File: src/rtl/tlrb_pkg.sv
/*
  Shared constants and carrier types for the temperature limit register bank:
  register byte addresses, field positions, reset values and the packed
  structs that carry channel readings and the bank's whole state.
  Assumes an 8-bit register address space reached through a serial
  management interface whose framing is decoded outside this bank.
*/
package tlrb_pkg;

  // ---------------------------------------------------------------
  // geometry
  // ---------------------------------------------------------------
  localparam int unsigned EXT_CHANNELS = 4;
  localparam int unsigned ALL_CHANNELS = 5;
  localparam int unsigned FRAC_WIDTH = 3;
  localparam int unsigned READING_WIDTH = 11;

  // ---------------------------------------------------------------
  // register byte addresses
  // ---------------------------------------------------------------
  localparam logic [7:0] ADDR_CFG_A = 8'h03;
  localparam logic [7:0] ADDR_CFG_B = 8'h09;
  localparam logic [7:0] ADDR_RATE_A = 8'h04;
  localparam logic [7:0] ADDR_RATE_B = 8'h0A;
  localparam logic [7:0] ADDR_INT_HIGH_A = 8'h05;
  localparam logic [7:0] ADDR_INT_HIGH_B = 8'h0B;
  localparam logic [7:0] ADDR_INT_LOW_A = 8'h06;
  localparam logic [7:0] ADDR_INT_LOW_B = 8'h0C;
  localparam logic [7:0] ADDR_EXT_HIGH_WHOLE_07 = 8'h07;
  localparam logic [7:0] ADDR_EXT_HIGH_WHOLE_0D = 8'h0D;
  localparam logic [7:0] ADDR_EXT_HIGH_WHOLE_15 = 8'h15;
  localparam logic [7:0] ADDR_EXT_HIGH_WHOLE_2C = 8'h2C;
  localparam logic [7:0] ADDR_EXT_HIGH_WHOLE_34 = 8'h34;
  localparam logic [7:0] ADDR_EXT_LOW_WHOLE_08 = 8'h08;
  localparam logic [7:0] ADDR_EXT_LOW_WHOLE_0E = 8'h0E;
  localparam logic [7:0] ADDR_EXT_LOW_WHOLE_16 = 8'h16;
  localparam logic [7:0] ADDR_EXT_LOW_WHOLE_2D = 8'h2D;
  localparam logic [7:0] ADDR_EXT_LOW_WHOLE_35 = 8'h35;
  localparam logic [7:0] ADDR_EXT_HIGH_FRAC_13 = 8'h13;
  localparam logic [7:0] ADDR_EXT_HIGH_FRAC_17 = 8'h17;
  localparam logic [7:0] ADDR_EXT_HIGH_FRAC_2E = 8'h2E;
  localparam logic [7:0] ADDR_EXT_HIGH_FRAC_36 = 8'h36;

  // ---------------------------------------------------------------
  // field positions and reset values
  // ---------------------------------------------------------------
  localparam int unsigned CFG_RANGE_BIT = 2;
  localparam int unsigned CFG_APD_BIT = 0;
  localparam int unsigned RATE_LSB = 0;
  localparam int unsigned RATE_WIDTH = 4;
  localparam int unsigned FRAC_LSB = 5;
  localparam logic [7:0] RESET_BYTE = 8'h00;
  localparam logic [3:0] RESET_RATE = 4'h0;
  localparam logic [2:0] RESET_FRAC = 3'h0;
  localparam logic [2:0] ZERO_FRAC = 3'h0;
  localparam logic [7:0] UNMAPPED_READ = 8'h00;

  // ---------------------------------------------------------------
  // carriers
  // ---------------------------------------------------------------
  // slot 0 is the internal diode, slots 1..4 the remote channels;
  // each reading is whole byte over a three-bit eighth-degree fraction
  typedef struct packed {
    logic valid;
    logic [ALL_CHANNELS-1:0][READING_WIDTH-1:0] reading;
  } tlrb_temp_type;

  typedef struct packed {
    logic [3:0] update_rate_code;
    logic range_offset;
    logic antiparallel_disable;
    logic [7:0] internal_upper_bound;
    logic [7:0] internal_lower_bound;
    logic [EXT_CHANNELS-1:0][7:0] remote_upper_bound_whole;
    logic [EXT_CHANNELS-1:0][2:0] remote_upper_bound_fraction;
    logic [EXT_CHANNELS-1:0][7:0] remote_lower_bound_whole;
    logic [7:0] rdata;
    logic rvalid;
    logic [ALL_CHANNELS-1:0] high_flag;
    logic [ALL_CHANNELS-1:0] low_flag;
    logic [1:0] pair_dual;
  } tlrb_state_type;

endpackage : tlrb_pkg

File: src/rtl/tlrb_top.sv
/*
  Limit and rate register bank of a five-channel temperature monitor, with
  the limit comparison that turns each fresh reading into high/low flags.
  Assumes the serial management engine outside hands over one decoded
  byte access per strobe, and the conversion engine presents all readings
  together with a one-cycle valid, both synchronous to I_REF_CLK.
*/
`timescale 1ns/1ps

module tlrb_top (
  input wire logic I_REF_CLK,
  input wire logic I_ARST_N,
  input wire logic I_WR_EN,
  input wire logic I_RD_EN,
  input wire logic [7:0] I_ADDR,
  input wire logic [7:0] I_WDATA,
  input wire tlrb_pkg::tlrb_temp_type I_TEMP,
  output logic [7:0] O_RDATA,
  output logic O_RDATA_VALID,
  output logic [3:0] O_UPDATE_RATE_CODE,
  output logic O_RANGE_OFFSET,
  output logic [1:0] O_PAIR_DUAL,
  output logic [4:0] O_HIGH_FLAG,
  output logic [4:0] O_LOW_FLAG
);
  import tlrb_pkg::*;

  // ---------------------------------------------------------------
  // decoding helpers
  // ---------------------------------------------------------------
  // returns {hit, slot} for the remote whole/fraction bytes; kind 0 is
  // upper whole, 1 lower whole, 2 upper fraction
  function automatic logic [2:0] ext_slot(input logic [7:0] a, input logic [1:0] kind);
    logic [2:0] r;
    r = 3'h0;
    case (kind)
      2'h0: begin
        case (a)
          ADDR_EXT_HIGH_WHOLE_07, ADDR_EXT_HIGH_WHOLE_0D: r = 3'h4;
          ADDR_EXT_HIGH_WHOLE_15: r = 3'h5;
          ADDR_EXT_HIGH_WHOLE_2C: r = 3'h6;
          ADDR_EXT_HIGH_WHOLE_34: r = 3'h7;
          default: r = 3'h0;
        endcase
      end
      2'h1: begin
        case (a)
          ADDR_EXT_LOW_WHOLE_08, ADDR_EXT_LOW_WHOLE_0E: r = 3'h4;
          ADDR_EXT_LOW_WHOLE_16: r = 3'h5;
          ADDR_EXT_LOW_WHOLE_2D: r = 3'h6;
          ADDR_EXT_LOW_WHOLE_35: r = 3'h7;
          default: r = 3'h0;
        endcase
      end
      2'h2: begin
        case (a)
          ADDR_EXT_HIGH_FRAC_13: r = 3'h4;
          ADDR_EXT_HIGH_FRAC_17: r = 3'h5;
          ADDR_EXT_HIGH_FRAC_2E: r = 3'h6;
          ADDR_EXT_HIGH_FRAC_36: r = 3'h7;
          default: r = 3'h0;
        endcase
      end
      default: r = 3'h0;
    endcase
    return r;
  endfunction : ext_slot

  // ---------------------------------------------------------------
  // state
  // ---------------------------------------------------------------
  tlrb_state_type st_reg;
  tlrb_state_type st_next;
  logic [ALL_CHANNELS-1:0][READING_WIDTH-1:0] upper_limit;
  logic [ALL_CHANNELS-1:0][READING_WIDTH-1:0] lower_limit;
  logic [ALL_CHANNELS-1:0] above_upper;
  logic [ALL_CHANNELS-1:0] at_or_below_lower;
  logic [2:0] hi_slot;
  logic [2:0] lo_slot;
  logic [2:0] fr_slot;

  assign hi_slot = ext_slot(I_ADDR, 2'h0);
  assign lo_slot = ext_slot(I_ADDR, 2'h1);
  assign fr_slot = ext_slot(I_ADDR, 2'h2);

  // ---------------------------------------------------------------
  // limit comparison
  // ---------------------------------------------------------------
  // offset binary is monotonic like plain binary, so one unsigned compare
  // serves both ranges as long as readings and limits share the format
  assign upper_limit[0] = {st_reg.internal_upper_bound, ZERO_FRAC};
  assign lower_limit[0] = {st_reg.internal_lower_bound, ZERO_FRAC};
  genvar gc;
  generate
    for (gc = 0; gc < EXT_CHANNELS; gc++) begin : g_ext
      assign upper_limit[gc+1] = {st_reg.remote_upper_bound_whole[gc],
                                  st_reg.remote_upper_bound_fraction[gc]};
      // lower fraction bytes are not held here, so the lower bound is whole
      assign lower_limit[gc+1] = {st_reg.remote_lower_bound_whole[gc], ZERO_FRAC};
    end
    for (gc = 0; gc < ALL_CHANNELS; gc++) begin : g_cmp
      assign above_upper[gc] = I_TEMP.reading[gc] > upper_limit[gc];
      assign at_or_below_lower[gc] = I_TEMP.reading[gc] <= lower_limit[gc];
    end
  endgenerate

  // ---------------------------------------------------------------
  // next state
  // ---------------------------------------------------------------
  always_comb begin
    st_next = st_reg;
    st_next.rvalid = I_RD_EN;
    if (I_RD_EN) begin
      st_next.rdata = UNMAPPED_READ;
      case (I_ADDR)
        ADDR_CFG_A, ADDR_CFG_B: begin
          st_next.rdata[CFG_RANGE_BIT] = st_reg.range_offset;
          st_next.rdata[CFG_APD_BIT] = st_reg.antiparallel_disable;
        end
        ADDR_RATE_A, ADDR_RATE_B: begin
          st_next.rdata[RATE_LSB +: RATE_WIDTH] = st_reg.update_rate_code;
        end
        ADDR_INT_HIGH_A, ADDR_INT_HIGH_B: st_next.rdata = st_reg.internal_upper_bound;
        ADDR_INT_LOW_A, ADDR_INT_LOW_B: st_next.rdata = st_reg.internal_lower_bound;
        default: begin
          if (hi_slot[2]) begin
            st_next.rdata = st_reg.remote_upper_bound_whole[hi_slot[1:0]];
          end else if (lo_slot[2]) begin
            st_next.rdata = st_reg.remote_lower_bound_whole[lo_slot[1:0]];
          end else if (fr_slot[2]) begin
            st_next.rdata[FRAC_LSB +: FRAC_WIDTH] =
              st_reg.remote_upper_bound_fraction[fr_slot[1:0]];
          end
        end
      endcase
    end
    // every alias decodes onto the same field, so no copy can go stale
    if (I_WR_EN) begin
      case (I_ADDR)
        ADDR_CFG_A, ADDR_CFG_B: begin
          st_next.range_offset = I_WDATA[CFG_RANGE_BIT];
          st_next.antiparallel_disable = I_WDATA[CFG_APD_BIT];
        end
        ADDR_RATE_A, ADDR_RATE_B: begin
          st_next.update_rate_code = I_WDATA[RATE_LSB +: RATE_WIDTH];
        end
        ADDR_INT_HIGH_A, ADDR_INT_HIGH_B: st_next.internal_upper_bound = I_WDATA;
        ADDR_INT_LOW_A, ADDR_INT_LOW_B: st_next.internal_lower_bound = I_WDATA;
        default: begin
          if (hi_slot[2]) begin
            st_next.remote_upper_bound_whole[hi_slot[1:0]] = I_WDATA;
          end else if (lo_slot[2]) begin
            st_next.remote_lower_bound_whole[lo_slot[1:0]] = I_WDATA;
          end else if (fr_slot[2]) begin
            st_next.remote_upper_bound_fraction[fr_slot[1:0]] =
              I_WDATA[FRAC_LSB +: FRAC_WIDTH];
          end
        end
      endcase
    end
    // flags follow each fresh set of readings and hold between them
    if (I_TEMP.valid) begin
      st_next.high_flag = above_upper;
      st_next.low_flag = at_or_below_lower;
    end
    // each bit tells the bias stage whether its pair carries two diodes
    st_next.pair_dual = {2{~st_reg.antiparallel_disable}};
  end

  // ---------------------------------------------------------------
  // registers
  // ---------------------------------------------------------------
  always_ff @(posedge I_REF_CLK or negedge I_ARST_N) begin
    if (!I_ARST_N) begin
      st_reg <= '0;
      st_reg.update_rate_code <= RESET_RATE;
      st_reg.internal_upper_bound <= RESET_BYTE;
      st_reg.internal_lower_bound <= RESET_BYTE;
      st_reg.remote_upper_bound_whole <= {EXT_CHANNELS{RESET_BYTE}};
      st_reg.remote_upper_bound_fraction <= {EXT_CHANNELS{RESET_FRAC}};
      st_reg.remote_lower_bound_whole <= {EXT_CHANNELS{RESET_BYTE}};
      st_reg.pair_dual <= 2'h3;
    end else begin
      st_reg <= st_next;
    end
  end

  // the conversion engine reads the code straight off this port
  assign O_UPDATE_RATE_CODE = st_reg.update_rate_code;
  assign O_RANGE_OFFSET = st_reg.range_offset;
  assign O_RDATA = st_reg.rdata;
  assign O_RDATA_VALID = st_reg.rvalid;
  assign O_PAIR_DUAL = st_reg.pair_dual;
  assign O_HIGH_FLAG = st_reg.high_flag;
  assign O_LOW_FLAG = st_reg.low_flag;
endmodule : tlrb_top

File: config.mk
export PLATFORM = sky130hd
export DESIGN_NAME = tlrb_top
export DESIGN_NICKNAME = d
export VERILOG_FILES = /design/src/rtl/tlrb_pkg.sv /design/src/rtl/tlrb_top.sv
export SDC_FILE = /design/constraint.sdc
export NUM_CORES = 1
export LEC_CHECK = 0
export BUFFER_PORTS_ARGS = -buffer_cell sky130_fd_sc_hd__buf_2
export CAP_MARGIN = 20
export CORE_ASPECT_RATIO = 1.75
export CORE_MARGIN = 1
export CORE_UTILIZATION = 45
export CTS_CLUSTER_DIAMETER = 200
export DETAILED_ROUTE_END_ITERATION = 6
export SETUP_SLACK_MARGIN = 0.15
export SYNTH_ARGS = -nofsm -noshare
export SYNTH_HDL_FRONTEND = slang
export SYNTH_SLANG_ARGS = --single-unit
File: constraint.sdc
create_clock -name I_REF_CLK -period 1.95 [get_ports I_REF_CLK]
set_clock_uncertainty 0.15 [all_clocks]
set_input_delay 0.0975 -clock I_REF_CLK [delete_from_list [all_inputs] [get_ports I_REF_CLK]]
set_output_delay 0.0975 -clock I_REF_CLK [all_outputs]
set_load 0.01 [all_outputs]
==> flow_metrics.py, run 1 <==
metrics = {
    "sta": {
        "timing.final.max_slew_violations": 0,
        "finalWorstSetupSlack_ps": 106,
        "grt_setup_unrepaired": "true",
        "hold_viol": 0,
        "period_share_pct": 94.5,
        "fin_crit_ps": 1840,
        "timing.fmax_mhz": 542,
        "relSlewSlack_pct": 44.3,
        "max_slew.worst_pin.slew_ps": 833,
        "setup_violations": 0,
    },
    "finish": {
        "areaGrowthSynthToFinish_pct": 27.9,
        "largest_reg_flops": 53,
        "instances_no_fill": 1218,
        "drive_above_1_share_pct": 39.1,
        "nFillCells": 1572,
        "nNetsFinal": 1141,
        "final_core_util_pct": 59.2,
        "final_area_um2": 10400,
    },
    "place": {
        "hpwl_um": 20900,
        "io_buffers": 101,
        "dp_slack_ps": -212,
        "routabilityCongestion": 0.930,
        "place_inst": 1143,
        "dpl_cell_area_um2": 9210,
    },
    "power": {
        "powerDensity_nw_per_um2": 724,
        "p_total_w": 0.00755,
        "power.leakage_nw": 4.81,
        "ir_drop_mv": 0.776,
    },
    "detailed_routing": {
        "drt-initial-drc-count": 299,
        "routed_wl_um": 27000,
        "dr_total_vias": 6970,
        "drc": 0,
        "antenna_left": 0,
        "wl_per_cell_um": 22.2,
        "via_per_inst": 5.72,
        "drtPass1Iterations": 7,
    },
    "cts": {
        "htree_levels": 4,
        "path_clk_slew_ps": 60,
        "root_buffer": "clkbuf_16",
        "clk_path_buf_depth": 2,
        "cts_inserted_buffers": 17,
        "cts_tree": "yes",
        "clock_latency_ps": 420,
        "cts_sinks": 118,
    },
    "setup_path": {
        "critPathBufInv": 1,
        "cp-start-kind": "flop",
        "end_kind": "flop",
        "cp_top_family": "simple AND/OR/NAND/NOR gates",
        "crit_fanout": 2,
        "slowest_stage": "dfrtp_1",
        "cp.required_ps": 2140,
        "crit_chain": "inv_2 > ha_4 > nand4b_1 > nor4_2 > nand4_1 > nand3_1 > o21ai_1 > a41oi_1",
        "crit_path_max_incr_delay_ps": 370,
        "critPathKind": "reg -> reg",
        "arrival_ps": 2030,
    },
    "yosys": {
        "yosys-top-cells-area": "dfrtp_1 36%, ha_1 14%, mux2_2 13%",
        "post-synth-top-area-cell": "dfrtp_1",
        "netlist_area_um2": 8150,
        "ys_seq_elements": 118,
        "avgSynthCellArea_um2": 10.0,
        "synthArstFlopShare_pct": 100,
        "yosys-top-cells-count": "117 x dfrtp_1, 94 x inv_1, 94 x mux2_2, 92 x ha_1, 32 x a21oi_1",
        "synthMostInstantiatedCell": "dfrtp_1",
        "synth-main-ff-cell": "dfrtp_1",
        "synth_top_area_share_pct": 35.9,
        "synth_cells": 812,
        "synth_seq_area_share_pct": 36.2,
        "synth-edff-count": 0,
        "synth_cell_type_count": 67,
        "yosys_warnings": 0,
        "syn_nets": 980,
    },
    "global_routing": {
        "grt_first_pass_wirelength_um": 42100,
        "grt_antenna_before_repair": 0,
        "grt-ovfl-total": 0,
        "first_global_vias": 7698,
        "grt_max_degree": 59,
        "grt_usage_pct": 29.8,
    },
    "job": {
        "cap_viol_max_count": 0,
    },
    "die": {
        "dieWidth_um": 104,
        "boundaryPins": 102,
        "dieArea_um2": 18700,
        "rows": 64,
        "core_area_um2": 17600,
        "start_util_pct": 46.3,
        "die_h_um": 180,
    },
    "min_path": {
        "min_path_type": "in -> reg",
    },
    "run_status": {
        "status": "completed",
    },
}
==> report_power, final <==
part / leakage, nW / internal [W] / switching [W] / total (W)
clock: 0.300 / 0.00217 / 0.00118 / 0.00335
sequential: 1.59 / 0.00261 / 0.000152 / 0.00277
combinational: 2.92 / 0.000684 / 0.000748 / 0.00143
==> cell type report <==
cell class	count	area [µm²]	share of cell area [%]
Multi-Input combinational cell	545	4920	47.2
Sequential cell	118	2960	28.3
Timing Repair Buffer	196	1280	12.3
Clock buffer	20	447	4.28
Inverter	95	357	3.42
Tap cell	231	289	2.77
Clock inverter	12	176	1.69
Antenna cell	1	2.50	0.0240
==> cells in the final DEF (no fill, tap or decap), types with 15 or more instances in the layout <==
cell type / instances
ha_1: 80
nand2_1: 22
mux2_2: 86
nor2_1: 24
nor3_1: 15
inv_1: 85
dfrtp_1: 116
clkbuf_16: 17
a21oi_1: 31
buf_4: 80
o21a_1: 21
nand4_1: 20
nand3_1: 21
a22o_1: 17
buf_2: 100
==> per-layer routing <==
| metal | track usage [%] | vias up | part of all wire [%] |
|---|---|---|---|
| met1 | 30.7 | 3467 | 36 |
| met4 | 16.6 | 0 | 4.7 |
| met5 | 0 | - | 0 |
| met3 | 3.65 | 57 | 2.7 |
| li1 | - | 3264 | - |
| met2 | 57.4 | 182 | 56 |
==> worst paths after layout <==
check / cells past startpoint / endpoint / from / slack, ps
worst max-delay path: 8 / O_LOW_FLAG[4] / lower_limit[50] / 110
worst min-delay path: 5 / O_LOW_FLAG[3] / I_TEMP[33] / 2
worst max register to register: 8 / O_LOW_FLAG[4] / lower_limit[50] / 110
worst min register to register: 1 / O_PAIR_DUAL[0] / st_reg[113] / 270
max in group asynchronous: 3 / lower_limit[5] / I_ARST_N / 330
min in group asynchronous: 3 / O_UPDATE_RATE_CODE[1] / I_ARST_N / 90
==> tightest hold or removal path: cells and delay by family <==
| family | cells | cell delay, ps |
|---|---|---|
| buffers and inverters | 1 | 90 |
| and+or+nand+nor | 3 | 220 |
| AOI/OAI and AO/OA | 1 | 120 |
==> kinds of logic (layout without fill, tap and decap cells) <==
logic type | after synthesis | after routing | share of synthesized area (%)
AOI/OAI and AO/OA | 166 | 166 | 14.4
xor gates and xnor gates | 3 | 3 | 0.415
adders and majority gates | 93 | 93 | 14.3
buffers and inverters | 149 | 323 | 8.24
DFF | 118 | 118 | 36.2
muxes | 103 | 103 | 14.2
other | 0 | 1 | 0
and+or+nand+nor | 180 | 180 | 12.2
==> through the flow <==
| stage | TNS (ps) | hold slack [ps] |
|---|---|---|
| after global routing | 0 | 24.2 |
| final | 0 | 1.70 |
| after CTS | 0 | 1.12 |
| after detailed placement | -7280 | -146 |
| after global placement | -5650 | -142 |
| after floorplan | -709 | -348 |
==> repair_timing <==
item	in CTS	in global routing
setup endpoints to repair	8	15
endpoints found under the hold margin	127	0
hold buffers	14	0
pin swaps	19	25
resized for setup	37	29
buffers inserted	13	15
No activity file was read; power rests on OpenSTA's default activity.
==> run 2: changes to the inputs <==
--- a/config.mk
+++ b/config.mk
@@ -5,13 +5,15 @@
 export SDC_FILE = /design/constraint.sdc
 export NUM_CORES = 1
 export LEC_CHECK = 0
+export ABC_AREA = 1
 export BUFFER_PORTS_ARGS = -buffer_cell sky130_fd_sc_hd__buf_2
 export CAP_MARGIN = 20
 export CORE_ASPECT_RATIO = 1.75
 export CORE_MARGIN = 1
-export CORE_UTILIZATION = 45
+export CORE_UTILIZATION = 30
 export CTS_CLUSTER_DIAMETER = 200
 export DETAILED_ROUTE_END_ITERATION = 6
+export RECOVER_POWER = 25
 export SETUP_SLACK_MARGIN = 0.15
 export SYNTH_ARGS = -nofsm -noshare
 export SYNTH_HDL_FRONTEND = slang
==> run 2 against run 1 <==
- sequential power hardly changed
- critical endpoint is now O_HIGH_FLAG[1]
- sequential share of layout area is 0.78 points higher
- clock power is 4% higher
- die area is 48% higher
- highest routed layer unchanged
- largest power group unchanged
- combinational power is 11% lower
==> flow_metrics.py, run 2 <==
metrics = {
    "run_status": {
        "status": "completed",
    },
    "finish": {
        "antenna_cells": 0,
        "final_common_cell": "nand2_1",
        "areaGrowthSynthToFinish_pct": 25.3,
        "final_area_um2": 10100,
        "mostFrequentLayoutCells": "327 x nand2_1, 145 x inv_1, 117 x dfrtp_1",
        "final_core_util_pct": 38.1,
        "largest_reg_flops": 53,
        "drive_above_1_share_pct": 18.1,
        "nNetsFinal": 1411,
    },
    "die": {
        "dieWidth_um": 126,
        "die_h_um": 219,
        "start_util_pct": 30.4,
        "dieArea_um2": 27700,
        "rows": 79,
        "boundaryPins": 102,
        "core_area_um2": 26600,
    },
    "detailed_routing": {
        "drtPass1Iterations": 5,
        "dr_total_vias": 7587,
        "wl_per_cell_um": 16.9,
        "via_per_inst": 4.80,
        "drt-initial-drc-count": 415,
        "antenna_left": 0,
        "routed_wl_um": 26800,
        "drc": 0,
    },
    "sta": {
        "setup_violations": 0,
        "whs_ps": 16.8,
        "max_slew.worst_pin.slew_ps": 1220,
        "hold_viol": 0,
        "fin_crit_ps": 1710,
        "period_share_pct": 87.9,
        "timing.fmax_mhz": 584,
        "timing.final.max_slew_violations": 0,
        "setup_tns_ps": 0,
        "relSlewSlack_pct": 18.4,
        "grt_setup_unrepaired": "true",
    },
    "yosys": {
        "syn_nets": 1247,
        "synth_cell_type_count": 39,
        "yosys-top-cells-area": "dfrtp_1 36%, nand2_1 15%, ha_1 14%",
        "yosys_warnings": 0,
        "synth-edff-count": 0,
        "avgSynthCellArea_um2": 7.50,
        "yosys-top-cells-count": "327 x nand2_1, 146 x inv_1, 117 x dfrtp_1, 93 x o21ai_0, 92 x ha_1",
        "synthArstFlopShare_pct": 100,
        "synth-main-ff-cell": "dfrtp_1",
        "netlist_area_um2": 8090,
        "ys_seq_elements": 118,
        "post-synth-top-area-cell": "dfrtp_1",
        "synth_top_area_share_pct": 36.2,
        "synthMostInstantiatedCell": "nand2_1",
        "synth_seq_area_share_pct": 36.5,
        "synth_cells": 1079,
    },
    "setup_path": {
        "end_kind": "flop",
        "slowest_stage": "dfrtp_1",
        "crit_chain": "inv_1 > ha_1 > nand2_1 > nor4_2 > nand2_1 > o2111ai_1 > nand3_1 > nand2_1",
        "cp_common_cell": "nand2_1",
        "cp-start-kind": "flop",
        "crit_path_max_incr_delay_ps": 370,
        "cp.required_ps": 2170,
        "crit_fanout": 3,
        "critPathKind": "reg -> reg",
        "arrival_ps": 1930,
    },
    "job": {
        "cap_viol_max_count": 0,
    },
    "place": {
        "hpwl_um": 21700,
        "dpl_cell_area_um2": 9140,
        "routabilityCongestion": 0.941,
        "io_buffers": 101,
    },
    "cts": {
        "htree_levels": 4,
        "root_buffer": "clkbuf_16",
        "cts_inserted_buffers": 17,
        "cts_tree": "yes",
        "clk_path_buf_depth": 2,
        "cts_sinks": 118,
        "clock_latency_ps": 430,
        "path_clk_slew_ps": 60,
    },
    "power": {
        "p_total_w": 0.00754,
        "powerDensity_nw_per_um2": 744,
        "ir_drop_mv": 0.527,
        "power.leakage_nw": 5.11,
    },
    "global_routing": {
        "grt_usage_pct": 20.4,
        "grt_antenna_before_repair": 0,
        "first_global_vias": 7666,
        "grt-ovfl-total": 0,
        "grt_max_degree": 64,
        "grt_first_pass_wirelength_um": 41500,
    },
    "min_path": {
        "min_path_type": "in -> reg",
    },
}
==> run 2: cell count changes after synthesis, moves of 13 or more <==
cell     delta
nand2_1   +302
nor2b_1    -15
nor3_1     -13
a22o_1     -16
o21ai_0    +65
inv_1      +52
o21a_1     -19
o21ai_1    +32
nor2_1     +26
mux2_2     -94
==> run 2: report_power, final <==
| group | internal [W] | switching, W | total [W] |
|---|---|---|---|
| Sequential | 0.00263 | 0.000156 | 0.00279 |
| Clock | 0.00228 | 0.00121 | 0.00348 |
| Combinational | 0.000512 | 0.000762 | 0.00127 |
| Total | 0.00542 | 0.00212 | 0.00754 |
==> run 2: through the flow <==
step,setup WS [ps],std cells
global route,68.1,1580
CTS,180,1575
global placement,-72.6,1512
detailed placement,-80.6,1512
floorplan,304,1079
finish,237,1580
==> run 2: final timing paths <==
kind / from / end / slack (ps) / cells after the start
setup reg to reg: st_reg[72] / O_HIGH_FLAG[1] / 240 / 8
hold reg to reg: st_reg[113] / O_PAIR_DUAL[0] / 260 / 1
min in group asynchronous: I_ARST_N / O_LOW_FLAG[3] / 330 / 3
hold / removal: I_TEMP[54] / O_LOW_FLAG[4] / 20 / 5
setup / recovery: st_reg[72] / O_HIGH_FLAG[1] / 240 / 8
max in group asynchronous: I_ARST_N / O_LOW_FLAG[1] / 430 / 3
==> run 2: cells by family (layout without fill, tap and decap cells) <==
logic type / Yosys count / count (layout) / share of synthesized area, %
adder cells (fa/ha/maj): 92 / 92 / 14.2
AND/OR/NAND/NOR: 476 / 476 / 25.4
buffers and inverters: 195 / 372 / 10.6
AO/OA/AOI/OAI: 198 / 198 / 13.3
flip-flops: 118 / 118 / 36.5
==> run 2: cell type report <==
| class | instances | area [µm²] |
|---|---|---|
| clock inverter | 14 | 223 |
| fill | 2714 | 16400 |
| sequential | 118 | 2950 |
| tap | 324 | 405 |
| timing repair buffer | 187 | 1240 |
| inverter | 153 | 579 |
| multi-input combinational | 766 | 4320 |
| clock buffer | 18 | 429 |
==> run 2: routing by layer <==
metal / vias up / global-route usage, % / share of wire [%]
met5: - / 0 / 0
met4: 0 / 12.8 / 5.8
met3: 59 / 4.22 / 3.6
met2: 180 / 38.7 / 54
met1: 3519 / 20.0 / 37
li1: 3829 / - / -
==> run 2: worst max-delay path: cells and delay by family (launching register included) <==
kind	cells	cell delay (ps)
and+or+nand+nor	5	710
DFF	1	370
adders and majority gates	1	280
AOI/OAI and AO/OA	1	90
buffers and inverters	1	50
==> run 2: what timing repair did <==
action	CTS	global route
buffers inserted	0	5
hold buffers	31	0
gates resized for setup	0	11
endpoints found under the setup margin	0	8
endpoints found under the hold margin	137	0
